[config.mk]
export PLATFORM = sky130hd
export DESIGN_NAME = pdcr_regs
export DESIGN_NICKNAME = d
export VERILOG_FILES = /design/src/rtl/pdcr_pkg.sv /design/src/rtl/pdcr_regs.sv /design/src/rtl/pdcr_spi_port.sv
export SDC_FILE = /design/constraint.sdc
export NUM_CORES = 1
export LEC_CHECK = 0
export BUFFER_PORTS_ARGS = -buffer_cell sky130_fd_sc_hd__buf_2
export CORE_AREA = 2 2 95 97
export DETAILED_ROUTE_END_ITERATION = 10
export DIE_AREA = 0 0 97 99
export GPL_ROUTABILITY_DRIVEN = 0
export PLACE_DENSITY = 0.78
export SLEW_MARGIN = 25
export SYNTH_ARGS = -nofsm -noshare
export SYNTH_HDL_FRONTEND = slang
export SYNTH_SLANG_ARGS = --single-unit
[constraint.sdc]
create_clock -name clk_in -period 2.8 [get_ports clk_in]
set_clock_uncertainty 0.15 [all_clocks]
set_input_delay 0.14 -clock clk_in [delete_from_list [all_inputs] [get_ports clk_in]]
set_output_delay 0.14 -clock clk_in [all_outputs]
set_load 0.1 [all_outputs]
[src/rtl/pdcr_pkg.sv]
// Purpose : shared constants for the pll divider configuration register bank
// Assumes : 8-bit registers, 7-bit register address on the serial port
// Notes   : reset values are the power-on divider ratios of both pll stages

package pdcr_pkg;

  // ---------------------------------------------------------------------------
  // register addresses
  // ---------------------------------------------------------------------------
  localparam logic [6:0] ADDR_FB_PHASE_PD_RATIO_HIGH  = 7'h00;
  localparam logic [6:0] ADDR_FB_RATIO_LOW            = 7'h01;
  localparam logic [6:0] ADDR_AUX_FB_RATIO_LOW        = 7'h02;
  localparam logic [6:0] ADDR_AUX_FB_RATIO_TOP_BYPASS = 7'h03;
  localparam logic [6:0] ADDR_REF_PHASE_RATIO_HIGH    = 7'h04;
  localparam logic [6:0] ADDR_REF_RATIO_LOW           = 7'h05;
  localparam logic [6:0] ADDR_SECOND_RATIO_TOP        = 7'h08;
  localparam logic [6:0] ADDR_SECOND_RATIO_LOW        = 7'h09;
  localparam logic [6:0] ADDR_FIRST_STAGE_BYPASS      = 7'h0a;
  localparam logic [6:0] ADDR_DOUBLER_PREDIV          = 7'h0c;

  // ---------------------------------------------------------------------------
  // field reset values
  // ---------------------------------------------------------------------------
  localparam logic [11:0] RST_MAIN_FB_RATIO   = 12'hc00;  // divide by 3072
  localparam logic [8:0]  RST_AUX_FB_RATIO    = 9'h060;   // divide by 96
  localparam logic [11:0] RST_REF_PREDIV      = 12'hc00;  // divide by 3072
  localparam logic [8:0]  RST_SECOND_RATIO    = 9'h018;   // divide by 24
  localparam logic [5:0]  RST_SECOND_PREDIV   = 6'h00;    // bypass code
  localparam logic [2:0]  RST_SAMPLE_PHASE    = 3'h0;
  localparam logic        RST_AUX_POWERDOWN   = 1'b0;
  localparam logic        RST_DOUBLER_SELECT  = 1'b0;
  localparam logic        RST_BYPASS_SELECT   = 1'b0;
  localparam logic [5:0]  PREDIV_BYPASS_CODE  = 6'h00;
  localparam logic [7:0]  READ_UNMAPPED       = 8'h00;

  // ---------------------------------------------------------------------------
  // serial frame layout: rw bit, 7 address bits, 8 data bits, msb first
  // ---------------------------------------------------------------------------
  localparam logic [4:0] SPI_HDR_BITS   = 5'd8;
  localparam logic [4:0] SPI_FRAME_BITS = 5'd16;
  localparam logic       SPI_RW_READ    = 1'b1;

  typedef enum logic [1:0] {
    PDCR_SPI_HDR,
    PDCR_SPI_DATA,
    PDCR_SPI_DONE
  } pdcr_spi_state_t;

endpackage

[src/rtl/pdcr_regs.sv]
// Purpose : divider ratio and lock-detect phase registers of a two-stage pll
// Assumes : single clock, synchronous active-high reset, serial port pins synchronous
// Notes   : multi-byte ratios take effect byte by byte; an update pulse marks each write

`timescale 1ns/1ns

module pdcr_regs (
  input  wire logic        clk_in,
  input  wire logic        rst_in,
  input  wire logic        spi_sclk_in,
  input  wire logic        spi_csn_in,
  input  wire logic        spi_sdio_in,
  output logic             spi_sdio_out,
  output logic             spi_sdio_oe_out,
  output logic [11:0]      main_feedback_ratio_out,
  output logic [8:0]       aux_feedback_ratio_out,
  output logic             aux_feedback_powerdown_out,
  output logic             aux_divider_enable_out,
  output logic [2:0]       feedback_sample_phase_out,
  output logic             feedback_bypass_select_out,
  output logic [11:0]      reference_prediv_ratio_out,
  output logic [2:0]       reference_sample_phase_out,
  output logic [8:0]       second_stage_ratio_out,
  output logic             first_stage_bypass_select_out,
  output logic [5:0]       second_stage_prediv_out,
  output logic             frequency_doubler_select_out,
  output logic             second_prediv_active_out,
  output logic             ratio_update_out
);

  // ---------------------------------------------------------------------------
  // serial port
  // ---------------------------------------------------------------------------
  logic       wr_en;
  logic [6:0] addr;
  logic [7:0] wr_data;
  logic [7:0] rd_data;

  pdcr_spi_port u_spi (
    .clk_in      (clk_in),
    .rst_in      (rst_in),
    .sclk_in     (spi_sclk_in),
    .csn_in      (spi_csn_in),
    .sdio_in     (spi_sdio_in),
    .rd_data_in  (rd_data),
    .sdio_out    (spi_sdio_out),
    .sdio_oe_out (spi_sdio_oe_out),
    .wr_en_out   (wr_en),
    .addr_out    (addr),
    .wr_data_out (wr_data)
  );

  // ---------------------------------------------------------------------------
  // next field values from the write strobe
  // ---------------------------------------------------------------------------
  logic [11:0] nxt_main_fb;
  logic [8:0]  nxt_aux_fb;
  logic        nxt_aux_pd;
  logic [2:0]  nxt_fb_phase;
  logic        nxt_fb_bypass;
  logic [11:0] nxt_ref_div;
  logic [2:0]  nxt_ref_phase;
  logic [8:0]  nxt_second;
  logic        nxt_first_bypass;
  logic [5:0]  nxt_prediv;
  logic        nxt_doubler;

  // address decode; reserved bits are simply not stored
  always_comb begin
    nxt_main_fb      = main_feedback_ratio_out;
    nxt_aux_fb       = aux_feedback_ratio_out;
    nxt_aux_pd       = aux_feedback_powerdown_out;
    nxt_fb_phase     = feedback_sample_phase_out;
    nxt_fb_bypass    = feedback_bypass_select_out;
    nxt_ref_div      = reference_prediv_ratio_out;
    nxt_ref_phase    = reference_sample_phase_out;
    nxt_second       = second_stage_ratio_out;
    nxt_first_bypass = first_stage_bypass_select_out;
    nxt_prediv       = second_stage_prediv_out;
    nxt_doubler      = frequency_doubler_select_out;
    if (wr_en) begin
      if (addr == pdcr_pkg::ADDR_FB_PHASE_PD_RATIO_HIGH) begin
        nxt_fb_phase      = wr_data[7:5];
        nxt_aux_pd        = wr_data[4];
        nxt_main_fb[11:8] = wr_data[3:0];
      end else if (addr == pdcr_pkg::ADDR_FB_RATIO_LOW) begin
        nxt_main_fb[7:0] = wr_data;
      end else if (addr == pdcr_pkg::ADDR_AUX_FB_RATIO_LOW) begin
        nxt_aux_fb[7:0] = wr_data;
      end else if (addr == pdcr_pkg::ADDR_AUX_FB_RATIO_TOP_BYPASS) begin
        nxt_aux_fb[8]  = wr_data[7];
        nxt_fb_bypass  = wr_data[0];
      end else if (addr == pdcr_pkg::ADDR_REF_PHASE_RATIO_HIGH) begin
        nxt_ref_phase     = wr_data[7:5];
        nxt_ref_div[11:8] = wr_data[3:0];
      end else if (addr == pdcr_pkg::ADDR_REF_RATIO_LOW) begin
        nxt_ref_div[7:0] = wr_data;
      end else if (addr == pdcr_pkg::ADDR_SECOND_RATIO_TOP) begin
        nxt_second[8] = wr_data[0];
      end else if (addr == pdcr_pkg::ADDR_SECOND_RATIO_LOW) begin
        nxt_second[7:0] = wr_data;
      end else if (addr == pdcr_pkg::ADDR_FIRST_STAGE_BYPASS) begin
        nxt_first_bypass = wr_data[0];
      end else if (addr == pdcr_pkg::ADDR_DOUBLER_PREDIV) begin
        nxt_doubler = wr_data[7];
        nxt_prediv  = wr_data[5:0];
      end
    end
  end

  // ---------------------------------------------------------------------------
  // first-stage fields
  // ---------------------------------------------------------------------------
  // ratios are held exactly as written; out-of-range codes are the user's risk
  always_ff @(posedge clk_in) begin
    if (rst_in) begin
      main_feedback_ratio_out    <= pdcr_pkg::RST_MAIN_FB_RATIO;
      aux_feedback_ratio_out     <= pdcr_pkg::RST_AUX_FB_RATIO;
      reference_prediv_ratio_out <= pdcr_pkg::RST_REF_PREDIV;
      feedback_sample_phase_out  <= pdcr_pkg::RST_SAMPLE_PHASE;
      reference_sample_phase_out <= pdcr_pkg::RST_SAMPLE_PHASE;
      feedback_bypass_select_out <= pdcr_pkg::RST_BYPASS_SELECT;
    end else begin
      main_feedback_ratio_out    <= nxt_main_fb;
      aux_feedback_ratio_out     <= nxt_aux_fb;
      reference_prediv_ratio_out <= nxt_ref_div;
      feedback_sample_phase_out  <= nxt_fb_phase;
      reference_sample_phase_out <= nxt_ref_phase;
      feedback_bypass_select_out <= nxt_fb_bypass;
    end
  end

  // auxiliary divider power state; enable kept as its own flop for the divider
  always_ff @(posedge clk_in) begin
    if (rst_in) begin
      aux_feedback_powerdown_out <= pdcr_pkg::RST_AUX_POWERDOWN;
      aux_divider_enable_out     <= ~pdcr_pkg::RST_AUX_POWERDOWN;
    end else begin
      aux_feedback_powerdown_out <= nxt_aux_pd;
      aux_divider_enable_out     <= ~nxt_aux_pd;
    end
  end

  // ---------------------------------------------------------------------------
  // second-stage fields
  // ---------------------------------------------------------------------------
  always_ff @(posedge clk_in) begin
    if (rst_in) begin
      second_stage_ratio_out        <= pdcr_pkg::RST_SECOND_RATIO;
      second_stage_prediv_out       <= pdcr_pkg::RST_SECOND_PREDIV;
      frequency_doubler_select_out  <= pdcr_pkg::RST_DOUBLER_SELECT;
      first_stage_bypass_select_out <= pdcr_pkg::RST_BYPASS_SELECT;
    end else begin
      second_stage_ratio_out        <= nxt_second;
      second_stage_prediv_out       <= nxt_prediv;
      frequency_doubler_select_out  <= nxt_doubler;
      first_stage_bypass_select_out <= nxt_first_bypass;
    end
  end

  // prediv counts only with doubler off and a non-bypass code
  always_ff @(posedge clk_in) begin
    if (rst_in) begin
      second_prediv_active_out <= 1'b0;
    end else begin
      second_prediv_active_out <= ~nxt_doubler &&
                                  (nxt_prediv != pdcr_pkg::PREDIV_BYPASS_CODE);
    end
  end

  // one-cycle marker so divider counters reload the new ratio
  always_ff @(posedge clk_in) begin
    if (rst_in) begin
      ratio_update_out <= 1'b0;
    end else begin
      ratio_update_out <= wr_en;
    end
  end

  // ---------------------------------------------------------------------------
  // readback, reserved bits and unmapped addresses read as zero
  // ---------------------------------------------------------------------------
  always_comb begin
    rd_data = pdcr_pkg::READ_UNMAPPED;
    if (addr == pdcr_pkg::ADDR_FB_PHASE_PD_RATIO_HIGH) begin
      rd_data = {feedback_sample_phase_out, aux_feedback_powerdown_out,
                 main_feedback_ratio_out[11:8]};
    end else if (addr == pdcr_pkg::ADDR_FB_RATIO_LOW) begin
      rd_data = main_feedback_ratio_out[7:0];
    end else if (addr == pdcr_pkg::ADDR_AUX_FB_RATIO_LOW) begin
      rd_data = aux_feedback_ratio_out[7:0];
    end else if (addr == pdcr_pkg::ADDR_AUX_FB_RATIO_TOP_BYPASS) begin
      rd_data = {aux_feedback_ratio_out[8], 6'h00, feedback_bypass_select_out};
    end else if (addr == pdcr_pkg::ADDR_REF_PHASE_RATIO_HIGH) begin
      rd_data = {reference_sample_phase_out, 1'b0, reference_prediv_ratio_out[11:8]};
    end else if (addr == pdcr_pkg::ADDR_REF_RATIO_LOW) begin
      rd_data = reference_prediv_ratio_out[7:0];
    end else if (addr == pdcr_pkg::ADDR_SECOND_RATIO_TOP) begin
      rd_data = {7'h00, second_stage_ratio_out[8]};
    end else if (addr == pdcr_pkg::ADDR_SECOND_RATIO_LOW) begin
      rd_data = second_stage_ratio_out[7:0];
    end else if (addr == pdcr_pkg::ADDR_FIRST_STAGE_BYPASS) begin
      rd_data = {7'h00, first_stage_bypass_select_out};
    end else if (addr == pdcr_pkg::ADDR_DOUBLER_PREDIV) begin
      rd_data = {frequency_doubler_select_out, 1'b0, second_stage_prediv_out};
    end
  end

endmodule // pdcr_regs

[src/rtl/pdcr_spi_port.sv]
// Purpose : three-wire serial configuration port, sampled in the clk_in domain
// Assumes : sclk, csn and sdio are synchronous to clk_in; sclk phases last >= 2 clocks
// Notes   : data captured on sclk rise, read data launched on sclk fall

`timescale 1ns/1ns

module pdcr_spi_port (
  input  wire logic       clk_in,
  input  wire logic       rst_in,
  input  wire logic       sclk_in,
  input  wire logic       csn_in,
  input  wire logic       sdio_in,
  input  wire logic [7:0] rd_data_in,
  output logic            sdio_out,
  output logic            sdio_oe_out,
  output logic            wr_en_out,
  output logic [6:0]      addr_out,
  output logic [7:0]      wr_data_out
);

  // ---------------------------------------------------------------------------
  // frame sequencing
  // ---------------------------------------------------------------------------
  pdcr_pkg::pdcr_spi_state_t state_ff;
  logic                      sclk_prev_ff;
  logic [4:0]                bit_cnt_ff;
  logic [7:0]                shift_ff;
  logic [7:0]                rd_shift_ff;
  logic                      read_ff;
  logic                      sclk_rise;
  logic                      sclk_fall;

  assign sclk_rise = sclk_in & ~sclk_prev_ff;
  assign sclk_fall = ~sclk_in & sclk_prev_ff;

  // edge history of the serial clock
  always_ff @(posedge clk_in) begin
    if (rst_in) begin
      sclk_prev_ff <= 1'b0;
    end else begin
      sclk_prev_ff <= sclk_in;
    end
  end

  // bit counter and state; deselect always aborts a partial frame
  always_ff @(posedge clk_in) begin
    if (rst_in || csn_in) begin
      state_ff   <= pdcr_pkg::PDCR_SPI_HDR;
      bit_cnt_ff <= 5'd0;
    end else if (sclk_rise) begin
      bit_cnt_ff <= bit_cnt_ff + 5'd1;
      case (state_ff)
        pdcr_pkg::PDCR_SPI_HDR: begin
          if (bit_cnt_ff + 5'd1 == pdcr_pkg::SPI_HDR_BITS) begin
            state_ff <= pdcr_pkg::PDCR_SPI_DATA;
          end
        end
        pdcr_pkg::PDCR_SPI_DATA: begin
          if (bit_cnt_ff + 5'd1 == pdcr_pkg::SPI_FRAME_BITS) begin
            state_ff <= pdcr_pkg::PDCR_SPI_DONE;
          end
        end
        default: begin
          state_ff <= pdcr_pkg::PDCR_SPI_DONE;  // extra clocks ignored
        end
      endcase
    end
  end

  // input shifter, header latch and write strobe
  always_ff @(posedge clk_in) begin
    if (rst_in) begin
      shift_ff    <= 8'h00;
      read_ff     <= 1'b0;
      addr_out    <= 7'h00;
      wr_en_out   <= 1'b0;
      wr_data_out <= 8'h00;
    end else begin
      wr_en_out <= 1'b0;
      if (!csn_in && sclk_rise && state_ff != pdcr_pkg::PDCR_SPI_DONE) begin
        shift_ff <= {shift_ff[6:0], sdio_in};
        if (state_ff == pdcr_pkg::PDCR_SPI_HDR &&
            bit_cnt_ff + 5'd1 == pdcr_pkg::SPI_HDR_BITS) begin
          read_ff  <= (shift_ff[6] == pdcr_pkg::SPI_RW_READ);
          addr_out <= {shift_ff[5:0], sdio_in};
        end
        if (state_ff == pdcr_pkg::PDCR_SPI_DATA &&
            bit_cnt_ff + 5'd1 == pdcr_pkg::SPI_FRAME_BITS) begin
          wr_en_out   <= ~read_ff;
          wr_data_out <= {shift_ff[6:0], sdio_in};
        end
      end
    end
  end

  // read data driven back on the shared pin, one bit per falling edge
  always_ff @(posedge clk_in) begin
    if (rst_in || csn_in) begin
      rd_shift_ff <= 8'h00;
      sdio_out    <= 1'b0;
      sdio_oe_out <= 1'b0;
    end else if (sclk_fall && state_ff == pdcr_pkg::PDCR_SPI_DATA && read_ff) begin
      sdio_oe_out <= 1'b1;
      if (bit_cnt_ff == pdcr_pkg::SPI_HDR_BITS) begin
        sdio_out    <= rd_data_in[7];
        rd_shift_ff <= {rd_data_in[6:0], 1'b0};
      end else begin
        sdio_out    <= rd_shift_ff[7];
        rd_shift_ff <= {rd_shift_ff[6:0], 1'b0};
      end
    end else if (state_ff == pdcr_pkg::PDCR_SPI_DONE && sclk_fall) begin
      sdio_oe_out <= 1'b0;  // release the pin after the last data bit
    end
  end

endmodule // pdcr_spi_port

* Word-level counts from Yosys, hierarchy flattened
Index checks and enable logic that the tools add are counted.
Widths: inputs -> output; s select.
** Cells by class
- Mux-type cells :: 41
- Eq/ne operators :: 17
- Add/sub/neg operators :: 1
- Bitwise gates (word level) :: 17
- Reduce and logical (&&, ||, !) cells :: 27
** Operators by type and width (number)
- $mux 8 :: 11
- $mux 6 :: 11
- $eq 7x4->1 const B :: 4
- $mux 1 :: 16
- $not 1->1 :: 15
- $eq 7x2->1 const B :: 2
- $eq 7x3->1 const B :: 2
- $eq 5x4->1 const B :: 2
- $reduce_and 10->1 :: 1
- $reduce_and 9->1 :: 1
- $logic_and 1x1->1 :: 8
- $reduce_and 8->1 :: 1
- $eq 7x1->1 const B :: 1
- $logic_not 7->1 :: 1
- $reduce_and 7->1 :: 1
- $reduce_and 2->1 :: 3
- $reduce_and 3->1 :: 2
- $reduce_and 6->1 :: 1
- $reduce_bool 6->1 :: 1
- $add 5x1->5 const B :: 1
- $eq 5x5->1 const B :: 1
- $reduce_and 5->1 :: 1
- $mux 2 :: 2
- $ne 2x1->1 const B :: 2
- 11 further kinds :: 12
** Storage, ports and cells
- Flip-flop bits (word level) :: 103
- Output and inout bits :: 63
- Word-level logic and storage cells :: 132
- Bits of input ports :: 5

* Logic depth before layout (Yosys ltp)
Gate-level depths: netlist of the first run.
- Depth in word-level cells :: 14
- Gate-level depth with buffers :: 7
- Mapped depth without buffers :: 6

* Hierarchy
Synthesis of the first run repeated with hierarchy kept, for this count alone.
** Unflattened totals
- Cell total of the unflattened synthesis :: 522
- Area total of the unflattened synthesis :: 4673.2 um^2
** By module, submodules not included
- pdcr_regs :: area an instance 2880.3 um^2, times used 1, sequential area each 1221.2 um^2, cells each 329
- pdcr_spi_port :: area an instance 1793.0 um^2, times used 1, sequential area each 820.8 um^2, cells each 193

* Least setup slack after synthesis of the first run
No wires, ideal clock.
- Kind :: reg2reg
- From :: register u_spi.bit_cnt_ff[0]
- To :: register u_spi.addr_out[6]
- Cell stages (with the launch flop) :: 7
- Clock period less this slack :: 2.057 ns
- Data arrival time :: 1.779 ns
- Setup time :: 0.128 ns
- Slack :: 0.743 ns
- Required time :: 2.522 ns
- Buffers on the path :: 0
- Cell sequence :: dfxtp_1 ha_1 nand4_1 or4_4 a31oi_4 mux2i_1 nor2_1
** Between the ends
- Longest elaborated chain between the ends :: 4
** RTL lines
- start: declaration :: line pdcr_spi_port.sv:26 : logic [4:0] bit_cnt_ff;
- start signal: assignment :: line pdcr_spi_port.sv:51 : bit_cnt_ff <= bit_cnt_ff + 5'd1;
- $add 5x1->5 :: line pdcr_spi_port.sv:83 : bit_cnt_ff + 5'd1 == pdcr_pkg::SPI_HDR_BITS) begin
- $eq 5x4->1 :: line pdcr_spi_port.sv:83
- $logic_and 1x1->1 :: line pdcr_spi_port.sv:82 : if (state_ff == pdcr_pkg::PDCR_SPI_HDR &&
- $reduce_and 2->1 (no source line)
- end signal: assignment :: line pdcr_spi_port.sv:85 : addr_out <= {shift_ff[5:0], sdio_in};
- end: declaration :: line pdcr_spi_port.sv:17 : output logic [6:0] addr_out,
No other way between the ends.
A chain may end at the register's enable or synchronous reset.

* Worst setup path after layout of the first run
- From :: register u_spi.addr_out[0]
- To :: register u_spi.rd_shift_ff[6]
** Between the ends
- Longest elaborated chain between the ends :: 12
- Elaborated cells between the ends (all ways) :: 21
- Those cells by class :: 9 x eq/ne; 11 x mux; 1 x reduce/logical
** RTL lines
- $eq 7x4->1 :: line pdcr_regs.sv:204 : end else if (addr == pdcr_pkg::ADDR_DOUBLER_PREDIV) begin
- $mux 8 :: line pdcr_regs.sv:204
- $mux 8 :: line pdcr_regs.sv:202 : end else if (addr == pdcr_pkg::ADDR_FIRST_STAGE_BYPASS) begin
- $mux 8 :: line pdcr_regs.sv:200 : end else if (addr == pdcr_pkg::ADDR_SECOND_RATIO_LOW) begin
- $mux 8 :: line pdcr_regs.sv:198 : end else if (addr == pdcr_pkg::ADDR_SECOND_RATIO_TOP) begin
- $mux 8 :: line pdcr_regs.sv:196 : end else if (addr == pdcr_pkg::ADDR_REF_RATIO_LOW) begin
- $mux 8 :: line pdcr_regs.sv:194 : end else if (addr == pdcr_pkg::ADDR_REF_PHASE_RATIO_HIGH) begin
- $mux 8 :: line pdcr_regs.sv:192 : end else if (addr == pdcr_pkg::ADDR_AUX_FB_RATIO_TOP_BYPASS) begin
- $mux 8 :: line pdcr_regs.sv:190 : end else if (addr == pdcr_pkg::ADDR_AUX_FB_RATIO_LOW) begin
- $mux 8 :: line pdcr_regs.sv:188 : end else if (addr == pdcr_pkg::ADDR_FB_RATIO_LOW) begin
- $mux 8 * :: line pdcr_regs.sv:185 : if (addr == pdcr_pkg::ADDR_FB_PHASE_PD_RATIO_HIGH) begin
- $mux 8 * :: line pdcr_spi_port.sv:104 : if (bit_cnt_ff == pdcr_pkg::SPI_HDR_BITS) begin
- end signal: assignment :: line pdcr_spi_port.sv:106 : rd_shift_ff <= {rd_data_in[6:0], 1'b0};
- end signal: assignment :: line pdcr_spi_port.sv:109 : rd_shift_ff <= {rd_shift_ff[6:0], 1'b0};
- end: declaration :: line pdcr_spi_port.sv:28 : logic [7:0] rd_shift_ff;
Mark *: on every way between the ends. The rest lies on a longest branch, timed or not.

==> metrics.md, run 1 <==
| Metric | Value |
|---|---|
| Syn avg cell area | 8.339 um^2 |
| Clock-pin slew on the worst setup and hold paths | ~0.10 ns |
| Antenna violations before repair | 0 |
| Final setup fails | 0 |
| Via count | 4500 |
| Vias/cell | 6.048 |
| Synth Area in Compound Gates | approximately 16% |
| Worst Hold End | u_spi.state_ff[0]$_SDFFE_PP0P_ |
| Critical path startpoint category | flop |
| Core area | 0.008551 mm^2 |
| Netlist cell types | 55 |
| M1 GR Usage | between 30% and 40% |
| Tightest Pin Transition | 0.7222 ns |
| First-pass GRT wire length | 21.96 mm |
| Worst Path Max Fanout | 12 |
| Post-synth EDFFs | 0 |
| Die X | between 90 and 100 um |
| PwrDens | approximately 450 mW/mm^2 |
| Hold depth | 3 |
| Gr busiest metal | met2 |
| Drt first pass iters | 8 |
| WP data required | 2.96 ns |
| Worst R2R End | u_spi.rd_shift_ff[6]$_SDFFE_PP0P_ |
| Antenna viol nets, final | 0 |
| Switching portion of total power | 23.07% |
| Setup TNS | 0 ns |
| Hold Crit Class | input pin to flop |
| GR Util met3 | 7.305% |
| Drt drc | 0 |
| Fraction of the mapped netlist area in adder cells | 0.7855% |
| Die Ht | 99 um |
| H-tree levels | 3 |
| Seq/Total Area, Yosys | between 40% and 50% |
| Starting Density | 55.88% |
| Worst hold path startpoint | spi_csn_in |
| RSZ-0062 raised after global routing | no |
| Mapped Nets | 581 |
| Worst Setup SP | u_spi.addr_out[0]$_SDFFE_PP0P_ |
| GR Util All Layers | between 20 and 30% |
| Max Clk Rate | about 420 MHz |
| Gate power share | 2.3% |
| DR WL/cell | 18.31 um |
| Maximum vdd ir drop | 294.5 uV |
| FF+latch count, synth | 102 |
| Detailed Route Iter0 Violations | around 470 |
| Layout area overhead | 13.83% |
| Max-Cap Viols | 0 |
| Nets | 639 |
| Min Clock Period, post-route | 2.360 ns |
| Ports | 68 |
| Top-area cell type share of the netlist area | between 40% and 50% |
| Sequential Power Share | 59.1% |
| Antenna cell count | 0 |
| CTS root buffer | clkbuf_8 |
| Synth area leaders | dfxtp_1 (43%), mux2i_1 (9.2%), a21oi_1 (6.0%) |
| Cell count after synthesis | ~570 |
| Slew HR | 51.86% |
| Die area | slightly below 0.01 mm^2 |
| DRT Wirelength | between 10 and 15 mm |
| Yosys warnings | 0 |
| Final period utilization | 84.29% |
| R2R setup slack | 0.44 ns |
| CP arrival | 2.52 ns |
| Vias in the first global route | 4214 |
| Clk sinks | slightly above 100 |
| Pleak | 0.002050 uW |
| Rows | 34 |
| CTS tree | yes |
| Simple-Gate Fraction of Synth Area | 25.11% |
| Post-synthesis xor/xnor area fraction | less than 1% |
| Input/output buffers | 67 |
| Worst reg2reg startpoint | u_spi.addr_out[0]$_SDFFE_PP0P_ |
| Final Core Density | roughly 64% |
| Clock power frac | 38.6% |
| Status | completed |
| Area leader, netlist | dfxtp_1 |
| Largest net degree at the start of global routing | 76 |
| Clock Latency Late Sink | 0.37 ns |
| Final Hold Viols | 0 |
| Met2 Track Usage GR | 45.51% |
| Net Sw Power | 567.8 uW |
| Worst-case reg-to-reg path depth | 5 |
| Post-synth ARST share | 0% |
| Post-Syn Area | 0.004778 mm^2 |
| Largest family of logic cells by synthesized area | simple AND/OR/NAND/NOR gates |
| Mux cell area share after synthesis | 9.924% |
| Postcts setup bufs | 0 |
| Total CTS buffers | 9 |
| Synth Flop Type | dfxtp_1 |
| WS Path Type | flop to flop |
| Slew Limit Fails | 0 |
| Clk buf depth | 2 |
| HPWL after detailed placement | 9.626 mm |
| Layout cells sized above 1 | between 10% and 20% |
| Global route overflow | 0 |
| Crit end category | flop |
| Pint | 1894 uW |
==> cell families after synthesis <==
group | count (synthesis)
fa+ha+maj | 3
mux | 47
xor+xnor | 4
compound gates | 121
simple gates | 239
flops | 102
buf+inv | 57
==> cell usage after synthesis, types with 8 or more instances <==
master,number
a21oi_1,57
nor2b_1,9
clkbuf_1,24
mux2i_1,44
nand2b_1,27
nor2_1,56
buf_2,17
inv_1,15
and3_1,9
dfxtp_1,102
o21ai_0,16
nand3_1,37
nand2_1,58
nor3_1,8
==> worst max-delay path by stage <==
stage               slack [ns]                                 to  cells after the start
floorplan                 0.74     u_spi.addr_out[6]$_SDFFE_PP0P_                      6
global placement          0.59     u_spi.addr_out[0]$_SDFFE_PP0P_                      6
detailed placement        0.51     u_spi.addr_out[0]$_SDFFE_PP0P_                      6
CTS                       0.48     u_spi.addr_out[5]$_SDFFE_PP0P_                      6
global route              0.30         u_spi.read_ff$_SDFFE_PP0P_                      6
finish                    0.44  u_spi.rd_shift_ff[6]$_SDFFE_PP0P_                      5
==> power by group through the flow <==
stage	clock network, uW	logic (uW)	registers, uW
after floorplan	0	38.7	1490
after global placement	0	50.0	1490
after detailed placement	0	51.6	1490
after CTS	954	56.2	1460
after global routing	1020	61.1	1460
final	949	56.6	1460
==> area by class of cell <==
type,instances,area [um^2]
Fill cell,751,3112
Sequential cell,102,2042
Clock inverter,6,70.07
Timing Repair Buffer,88,503.0
Tap cell,108,135.1
Clock buffer,10,127.6
Multi-Input combinational cell,414,2501
Inverter,16,60.06
==> cell usage in the layout (no fill, tap or decap), types with 5 or more instances in the layout <==
cell,netlist,routed
nand2b_1,27,27
clkbuf_8,0,9
a21oi_1,57,57
and3_1,9,9
inv_1,15,15
o21ai_0,16,16
a22oi_1,6,6
nor2b_1,9,9
mux2i_1,44,44
a211o_1,6,6
o21a_1,5,5
nor2_1,56,56
nand3_1,37,37
dfxtp_1,102,102
o22ai_1,5,5
nand4_1,5,5
buf_2,17,67
o211ai_1,6,6
nor3_1,8,8
nand2_1,58,58
buf_4,0,17
==> worst max-delay path, stage by stage, from the launching register on <==
cell and delay (ns):
dfxtp_1 0.61, nor2b_1 0.52, a22oi_1 0.22, o21a_1 0.20, a2111oi_0 0.39, o31a_1 0.20
==> stage by stage <==
step	cells	instance area (um^2)	setup WS, ns	hold WS (ns)	total power [uW]
floorplan	573	4778	0.7432	0.1249	1527
global placement	724	5201	0.5908	0.2679	1539
detailed placement	724	5201	0.5134	0.2902	1541
CTS	744	5439	0.4774	0.05107	2466
global route	744	5439	0.2960	0.04745	2536
finish	744	5439	0.4400	0.06981	2461
==> layer usage <==
| layer | share of wire [%] | wire length, um | vias to the layer above |
|---|---|---|---|
| li1 | - | - | 2117 |
| met1 | 42 | 5729 | 2094 |
| met2 | 46 | 6203 | 246 |
| met3 | 9.2 | 1248 | 43 |
| met4 | 3.2 | 437 | 0 |
| met5 | 0 | 0 | - |
==> registers in the layout, summed over array words and instances, names as in the netlist, 6 cells and up <==
| name | cells |
|---|---|
| main_feedback_ratio_out | 12 |
| reference_prediv_ratio_out | 12 |
| aux_feedback_ratio_out | 9 |
| second_stage_ratio_out | 9 |
| u_spi.wr_data_out | 8 |
| u_spi.addr_out | 7 |
| u_spi.rd_shift_ff | 7 |
| u_spi.shift_ff | 7 |
| second_stage_prediv_out | 6 |
==> timing repair <==
item / 4_1_cts / 5_1_grt
endpoints found under the hold margin: 10 / 0
endpoints found under the setup margin: 0 / 0
hold buffers: 4 / 0
gates resized for setup: 0 / 0
Note: power is estimated with default switching activity, not from simulation.
==> run 2: changes to the inputs <==
- CORE_AREA: 2 2 95 97 -> 2 2 99 101
- DIE_AREA: 0 0 97 99 -> 0 0 101 103
- PLACE_DENSITY: 0.78 -> 0.76
- clock period: 2.8 -> 1.95 ns (I/O delays scaled with it)
==> run 2 against run 1 <==
Final cell count increased by 3.8%; routed wire length grew 4.0%; clock power increased by 41%; worst hold slack got worse by 0.052 ns; sequential power increased by 43%; total power grew 43%; highest routed layer unchanged; core utilization decreased by 2.7 points; the flow now finishes with violations (setup timing); largest cell class unchanged; combinational power grew 55%; sequential cell count stayed put; critical path type unchanged; sequential share of layout area shrank 1.9 points; first-iteration DRC count fell by 35%; die area rose by 8.3%.
==> metrics.md, run 2 (same netlist as run 1, synthesis figures left out) <==
| Metric | Value |
|---|---|
| Final Core Density | 60.86% (was 63.61%) |
| Clock Latency Late Sink | 0.39 ns (was 0.37 ns) |
| Status | finished with violations (was completed) |
| PwrDens | 610.4 mW/mm^2 (was 452.5 mW/mm^2) |
| GR Util All Layers | 27.45% (was 28.70%) |
| Starting Density | 50.52% (was 55.88%) |
| Critical-path top delay cell | or4_4 (was dfxtp_1) |
| Slew Limit Fails | 0 (unchanged) |
| Drt drc | 0 (unchanged) |
| Worst Setup SP | u_spi.bit_cnt_ff[0]$_SDFFE_PP0P_ (was u_spi.addr_out[0]$_SDFFE_PP0P_) |
| Antenna violations before repair | 0 (unchanged) |
| Clock-pin slew on the worst setup and hold paths | 0.10 ns (about the same) |
| Max-Cap Viols | 0 (unchanged) |
| Total CTS buffers | 9 (unchanged) |
| Switching portion of total power | 22.98% (was 23.07%) |
| CTS root buffer | clkbuf_8 (unchanged) |
| Slowest stage delay, CP | 0.46 ns (was 0.61 ns) |
| First-pass GRT wire length | 21.85 mm (was 21.96 mm) |
| Crit end category | flop (unchanged) |
| Gate power share | 2.5% (was 2.3%) |
| Pint | 2706 uW (was 1894 uW) |
| Placed Area | 0.005461 mm^2 (was 0.005201 mm^2) |
| Max Clk Rate | 502.7 MHz (was 423.7 MHz) |
| Worst hold path startpoint | rst_in (was spi_csn_in) |
| Hold Crit Class | input pin to flop (unchanged) |
| Critical path startpoint category | flop (unchanged) |
| Rows | 36 (was 34) |
| Antenna viol nets, final | 0 (unchanged) |
| Nets | 662 (was 639) |
| CTS tree | yes (unchanged) |
| Layout area overhead | 20.48% (was 13.83%) |
| Final period utilization | 102.0% (was 84.29%) |
| Pleak | 0.002187 uW (was 0.002050 uW) |
| Via count | 4557 (was 4500) |
| Worst-path cell chain | ha_4 -> nand4_1 -> or4_4 -> a31oi_4 -> buf_12 -> mux2i_2 -> nor2_1 (was nor2b_1 -> a22oi_1 -> o21a_1 -> a2111oi_0 -> o31a_1) |
| Worst Path Max Fanout | 8 (was 12) |
| Antenna cell count | 0 (unchanged) |
| Ports | 68 (unchanged) |
| Global route overflow | 0 (unchanged) |
| Clock power frac | 38.1% (was 38.6%) |
| Most frequent cells in the layout | dfxtp_1 (97), buf_2 (67), a21oi_1 (57) (was dfxtp_1 (102), buf_2 (67), nand2_1 (58)) |
| Tightest Pin Transition | 0.6797 ns (was 0.7222 ns) |
| Commonest non-fill, non-tap cell in the layout | dfxtp_1 (unchanged) |
| Vias/cell | 5.903 (was 6.048) |
| Worst R2R End | u_spi.addr_out[0]$_SDFFE_PP0P_ (was u_spi.rd_shift_ff[6]$_SDFFE_PP0P_) |
| Final Hold Viols | 0 (unchanged) |
| Failing checks | setup timing |
| Worst reg2reg startpoint | u_spi.bit_cnt_ff[0]$_SDFFE_PP0P_ (was u_spi.addr_out[0]$_SDFFE_PP0P_) |
| DR WL/cell | 18.34 um (was 18.31 um) |
| R2R setup slack | -0.04 ns (was 0.44 ns) |
| Die X | 101 um (was 97 um) |
| Placement Setup Slack | -0.06761 ns (was 0.5134 ns) |
| Slew HR | 54.68% (was 51.86%) |
| Worst Setup EP | u_spi.addr_out[0]$_SDFFE_PP0P_ (was u_spi.rd_shift_ff[6]$_SDFFE_PP0P_) |
| H-tree levels | 3 (unchanged) |
| WS Path Type | flop to flop (unchanged) |
| Final instance area | 0.005757 mm^2 (was 0.005439 mm^2) |
| Worst-case reg-to-reg path depth | 7 (was 5) |
| RSZ-0062 raised after global routing | yes (was no) |
| HPWL after detailed placement | 10.10 mm (was 9.626 mm) |
| Clk buf depth | 2 (unchanged) |
| Layout cells sized above 1 | 23.40% (was 17.77%) |
| Top flop regs | main_feedback_ratio_out x12, reference_prediv_ratio_out x12 (unchanged) |
| Clk sinks | 102 (unchanged) |
| CP arrival | 2.09 ns (was 2.52 ns) |
| Vias in the first global route | 4297 (was 4214) |
| Largest net degree at the start of global routing | 75 (was 76) |
| Drt first pass iters | 5 (was 8) |
| Detailed Route Iter0 Violations | 308 (was 473) |
| Input/output buffers | 67 (unchanged) |
| Worst setup margin | -0.03907 ns (was 0.4400 ns) |
| DRT Wirelength | 14.16 mm (was 13.62 mm) |
| Die area | 0.01040 mm^2 (was 0.009603 mm^2) |
| Min Clock Period, post-route | 1.989 ns (was 2.360 ns) |
| Die Ht | 103 um (was 99 um) |
| Net Sw Power | 807.4 uW (was 567.8 uW) |
| Sequential Power Share | 59.4% (was 59.1%) |
| Core area | 0.009459 mm^2 (was 0.008551 mm^2) |
| Final setup fails | 16 (was 0) |
| Maximum vdd ir drop | 334.3 uV (was 294.5 uV) |
| WP data required | 2.05 ns (was 2.96 ns) |
-- run 2: routing by layer --
| metal | wire length [um] | part of all wire, % | GRT usage (%) |
|---|---|---|---|
| met5 | 0 | 0 | 0 |
| met2 | 6688 | 47 | 44.72 |
| met1 | 5886 | 42 | 34.34 |
| met3 | 1123 | 7.9 | 7.661 |
| met4 | 459 | 3.2 | 11.64 |
-- run 2: worst min path at each step --
stage          slack (ns)                                     end  depth (start not counted)
2_1_floorplan        0.08           u_spi.sclk_prev_ff$_SDFF_PP0_                          2
3_3_place_gp         0.23           u_spi.sclk_prev_ff$_SDFF_PP0_                          3
3_5_place_dp         0.24           u_spi.sclk_prev_ff$_SDFF_PP0_                          3
4_1_cts             0.007  second_stage_ratio_out[5]$_SDFFE_PP0P_                          3
5_1_grt              0.04           u_spi.sclk_prev_ff$_SDFF_PP0_                          3
6_report             0.02  second_stage_ratio_out[5]$_SDFFE_PP0P_                          3
-- run 2: power groups by stage --
| stage | Combinational [uW] | Clock (uW) | Sequential, uW |
|---|---|---|---|
| final | 87.8 | 1340 | 2090 |
| after global routing | 95.5 | 1430 | 2090 |
| after CTS | 85.3 | 1360 | 2090 |
| after detailed placement | 78.5 | 0 | 2140 |
| after global placement | 76.2 | 0 | 2140 |
| after floorplan | 55.5 | 0 | 2140 |
-- run 2: metrics by stage --
stage / setup TNS (ns) / cells / hold WS [ns] / power [uW]
after CTS: -0.1122 / 770 / 0.006527 / 3532
final: -0.2873 / 772 / 0.01811 / 3514
after floorplan: 0 / 573 / 0.08240 / 2193
after detailed placement: -0.5642 / 751 / 0.2432 / 2217
after global placement: -0.09302 / 751 / 0.2278 / 2214
after global routing: -1.712 / 772 / 0.03650 / 3613
-- run 2: area by class of cell --
cell class                 instances  area, um^2
clock buffer                      10       127.6
clock inverter                     5       60.06
fill                             818        3702
multi-input combinational        414        2565
sequential                       102        2053
inverter                          16       60.06
tap                              114       142.6
timing repair buffer             111       748.2
-- run 2: what timing repair did --
action | 4_1_cts | 5_1_grt
gates cloned | 0 | 1
resized for setup | 6 | 19
buffers inserted | 1 | 1
endpoints found under the setup margin | 23 | 48
pin swaps | 1 | 3
endpoints found under the hold margin | 8 | 0
hold buffers | 3 | 0
-- run 2: critical path: cells and delay by family (launching register included) --
family | cells | cell delay [ns]
compound gates | 1 | 0.18
fa+ha+maj | 1 | 0.15
buf+inv | 1 | 0.16
flops | 1 | 0.38
mux | 1 | 0.20
simple gates | 3 | 0.63
==> run 3: changes to the inputs <==
- RECOVER_POWER: unset -> 50
==> run 3 against run 2 <==
The flow still finishes with violations (setup timing); global-route usage is the same; die area did not move; routed wire length barely moved; combinational power down 2.3%; critical path depth fell by 1; critical endpoint is now u_spi.wr_data_out[3]$_SDFFE_PP0P_; largest cell class unchanged; largest power group unchanged.
==> metrics.md, run 3 (same netlist as run 1, synthesis figures left out) <==
| Metric | Value |
|---|---|
| Status | finished with violations (unchanged) |
| Failing checks | setup timing (unchanged) |
| Antenna violations before repair | 0 (unchanged) |
| Final instance area | 0.005749 mm^2 (was 0.005757 mm^2) |
| Min Clock Period, post-route | 2.000 ns (was 1.989 ns) |
| Worst setup margin | -0.04977 ns (was -0.03907 ns) |
| Setup TNS | -0.3789 ns (was -0.2873 ns) |
| H-tree levels | 3 (unchanged) |
| CTS tree | yes (unchanged) |
| Die area | 0.01040 mm^2 (unchanged) |
| Clk sinks | 102 (unchanged) |
| Max Clk Rate | 500.1 MHz (was 502.7 MHz) |
| Drt drc | 0 (unchanged) |
| CP arrival | 2.16 ns (was 2.09 ns) |
| Vias in the first global route | 4297 (unchanged) |
| Final hold slack | 0.01073 ns (was 0.01811 ns) |
| Hold Crit Class | input pin to flop (unchanged) |
| CTS root buffer | clkbuf_8 (unchanged) |
| Layout area overhead | 20.32% (was 20.48%) |
| Antenna cell count | 0 (unchanged) |
| Antenna viol nets, final | 0 (unchanged) |
| Detailed Route Iter0 Violations | 308 (unchanged) |
| DRT Wirelength | 14.16 mm (about the same) |
| Layout cells sized above 1 | 22.95% (was 23.40%) |
| Die Ht | 103 um (unchanged) |
| Max-Cap Viols | 0 (unchanged) |
| Vias/cell | 5.978 (was 5.903) |
| RSZ-0062 raised after global routing | yes (unchanged) |
| Total CTS buffers | 9 (unchanged) |
| Maximum vdd ir drop | 330.4 uV (was 334.3 uV) |
| Nets | 662 (unchanged) |
| R2R setup slack | -0.05 ns (was -0.04 ns) |
| HPWL after detailed placement | 10.10 mm (unchanged) |
| Pleak | 0.002141 uW (was 0.002187 uW) |
| Rows | 36 (unchanged) |
| Final Hold Viols | 0 (unchanged) |
| Crit end category | flop (unchanged) |
| Worst Path Max Fanout | 5 (was 8) |
| Most frequent cells in the layout | dfxtp_1 (97), clkbuf_2 (63), a21oi_1 (57) (was dfxtp_1 (97), buf_2 (67), a21oi_1 (57)) |
| Starting Density | 50.52% (unchanged) |
| Core area | 0.009459 mm^2 (unchanged) |
| Placed Area | 0.005461 mm^2 (unchanged) |
| Clock-pin slew on the worst setup and hold paths | 0.10 ns (about the same) |
| Clock Latency Late Sink | 0.39 ns (about the same) |
| Top flop regs | main_feedback_ratio_out x12, reference_prediv_ratio_out x12 (unchanged) |
| Global route overflow | 0 (unchanged) |
| WP data required | 2.11 ns (was 2.05 ns) |
| Die X | 101 um (unchanged) |
| Via count | 4615 (was 4557) |
| Clk buf depth | 2 (unchanged) |
| Final period utilization | 102.6% (was 102.0%) |
| Slew Limit Fails | 0 (unchanged) |
| Commonest non-fill, non-tap cell in the layout | dfxtp_1 (unchanged) |
| Tightest Pin Transition | 0.6779 ns (was 0.6797 ns) |
| Input/output buffers | 67 (unchanged) |
| Slew HR | 54.81% (was 54.68%) |
| DR WL/cell | 18.34 um (about the same) |
| Final setup fails | 17 (was 16) |
| WS Path Type | flop to flop (unchanged) |
| Ports | 68 (unchanged) |
| Largest net degree at the start of global routing | 75 (unchanged) |
| PwrDens | 609.9 mW/mm^2 (was 610.4 mW/mm^2) |
| GR Util All Layers | 27.45% (unchanged) |
| Critical path startpoint category | flop (unchanged) |
| Drt first pass iters | 5 (unchanged) |
| First-pass GRT wire length | 21.85 mm (unchanged) |
==> run 3: cell count changes in the layout (fill, tap and decap cells not counted), sizes merged <==
cell,before,now
buf,107,42
clkbuf,11,76
==> run 3: critical path: stages (launching register included) <==
cell      delay, ns
dfxtp_4        0.38
ha_1           0.20
nand3b_1       0.11
or3_4          0.37
nor3b_2        0.28
clkbuf_4       0.25
mux2i_1        0.19
==> run 3: where the power goes <==
part / internal [uW] / total [uW] / switching [uW]
Combinational: 30.3 / 85.8 / 55.5
Sequential: 2080 / 2090 / 5.02
Clock: 592 / 1330 / 741
==> run 3: layout make-up <==
class | instances | area, um^2
repair buffers | 111 | 743.2
fillers | 822 | 3710
inverters | 16 | 60.06
clock buffers | 10 | 127.6
flip-flops and latches | 102 | 2053
well taps | 114 | 142.6
multi-input cells | 414 | 2562
clock inverters | 5 | 60.06
==> run 3: timing repair <==
item,CTS,global route
setup endpoints to repair,23,48
gates cloned,0,1
setup buffers,1,1
hold buffers,3,0
pin swaps,1,3
resized for setup,6,19
endpoints found under the hold margin,8,0
==> run 3: final timing paths <==
| kind | cells past startpoint | endpoint | from |
|---|---|---|---|
| worst max-delay path | 6 | u_spi.wr_data_out[3]$_SDFFE_PP0P_ | u_spi.bit_cnt_ff[1]$_SDFFE_PP0P_ |
| worst min-delay path | 3 | second_stage_ratio_out[5]$_SDFFE_PP0P_ | rst_in |
| worst max register to register | 6 | u_spi.wr_data_out[3]$_SDFFE_PP0P_ | u_spi.bit_cnt_ff[1]$_SDFFE_PP0P_ |
| worst min register to register | 2 | u_spi.rd_shift_ff[1]$_SDFFE_PP0P_ | u_spi.rd_shift_ff[1]$_SDFFE_PP0P_ |
==> run 3: metal layers <==
metal	wire [um]	vias up	track usage [%]
met5	0	-	0
met4	457	0	11.64
met3	1188	45	7.661
met2	6633	234	44.72
met1	5880	2167	34.34
li1	-	2169	-
==> run 3: stage by stage <==
stage	util [%]	power [uW]	worst slack (ns)	std cells
after floorplan	-	2193	0.0002243	573
after global placement	57.74	2214	-0.02841	751
after detailed placement	57.74	2217	-0.06761	751
after CTS	60.29	3532	-0.03084	770
after global routing	60.78	3611	-0.1195	772
final	60.78	3506	-0.04977	772
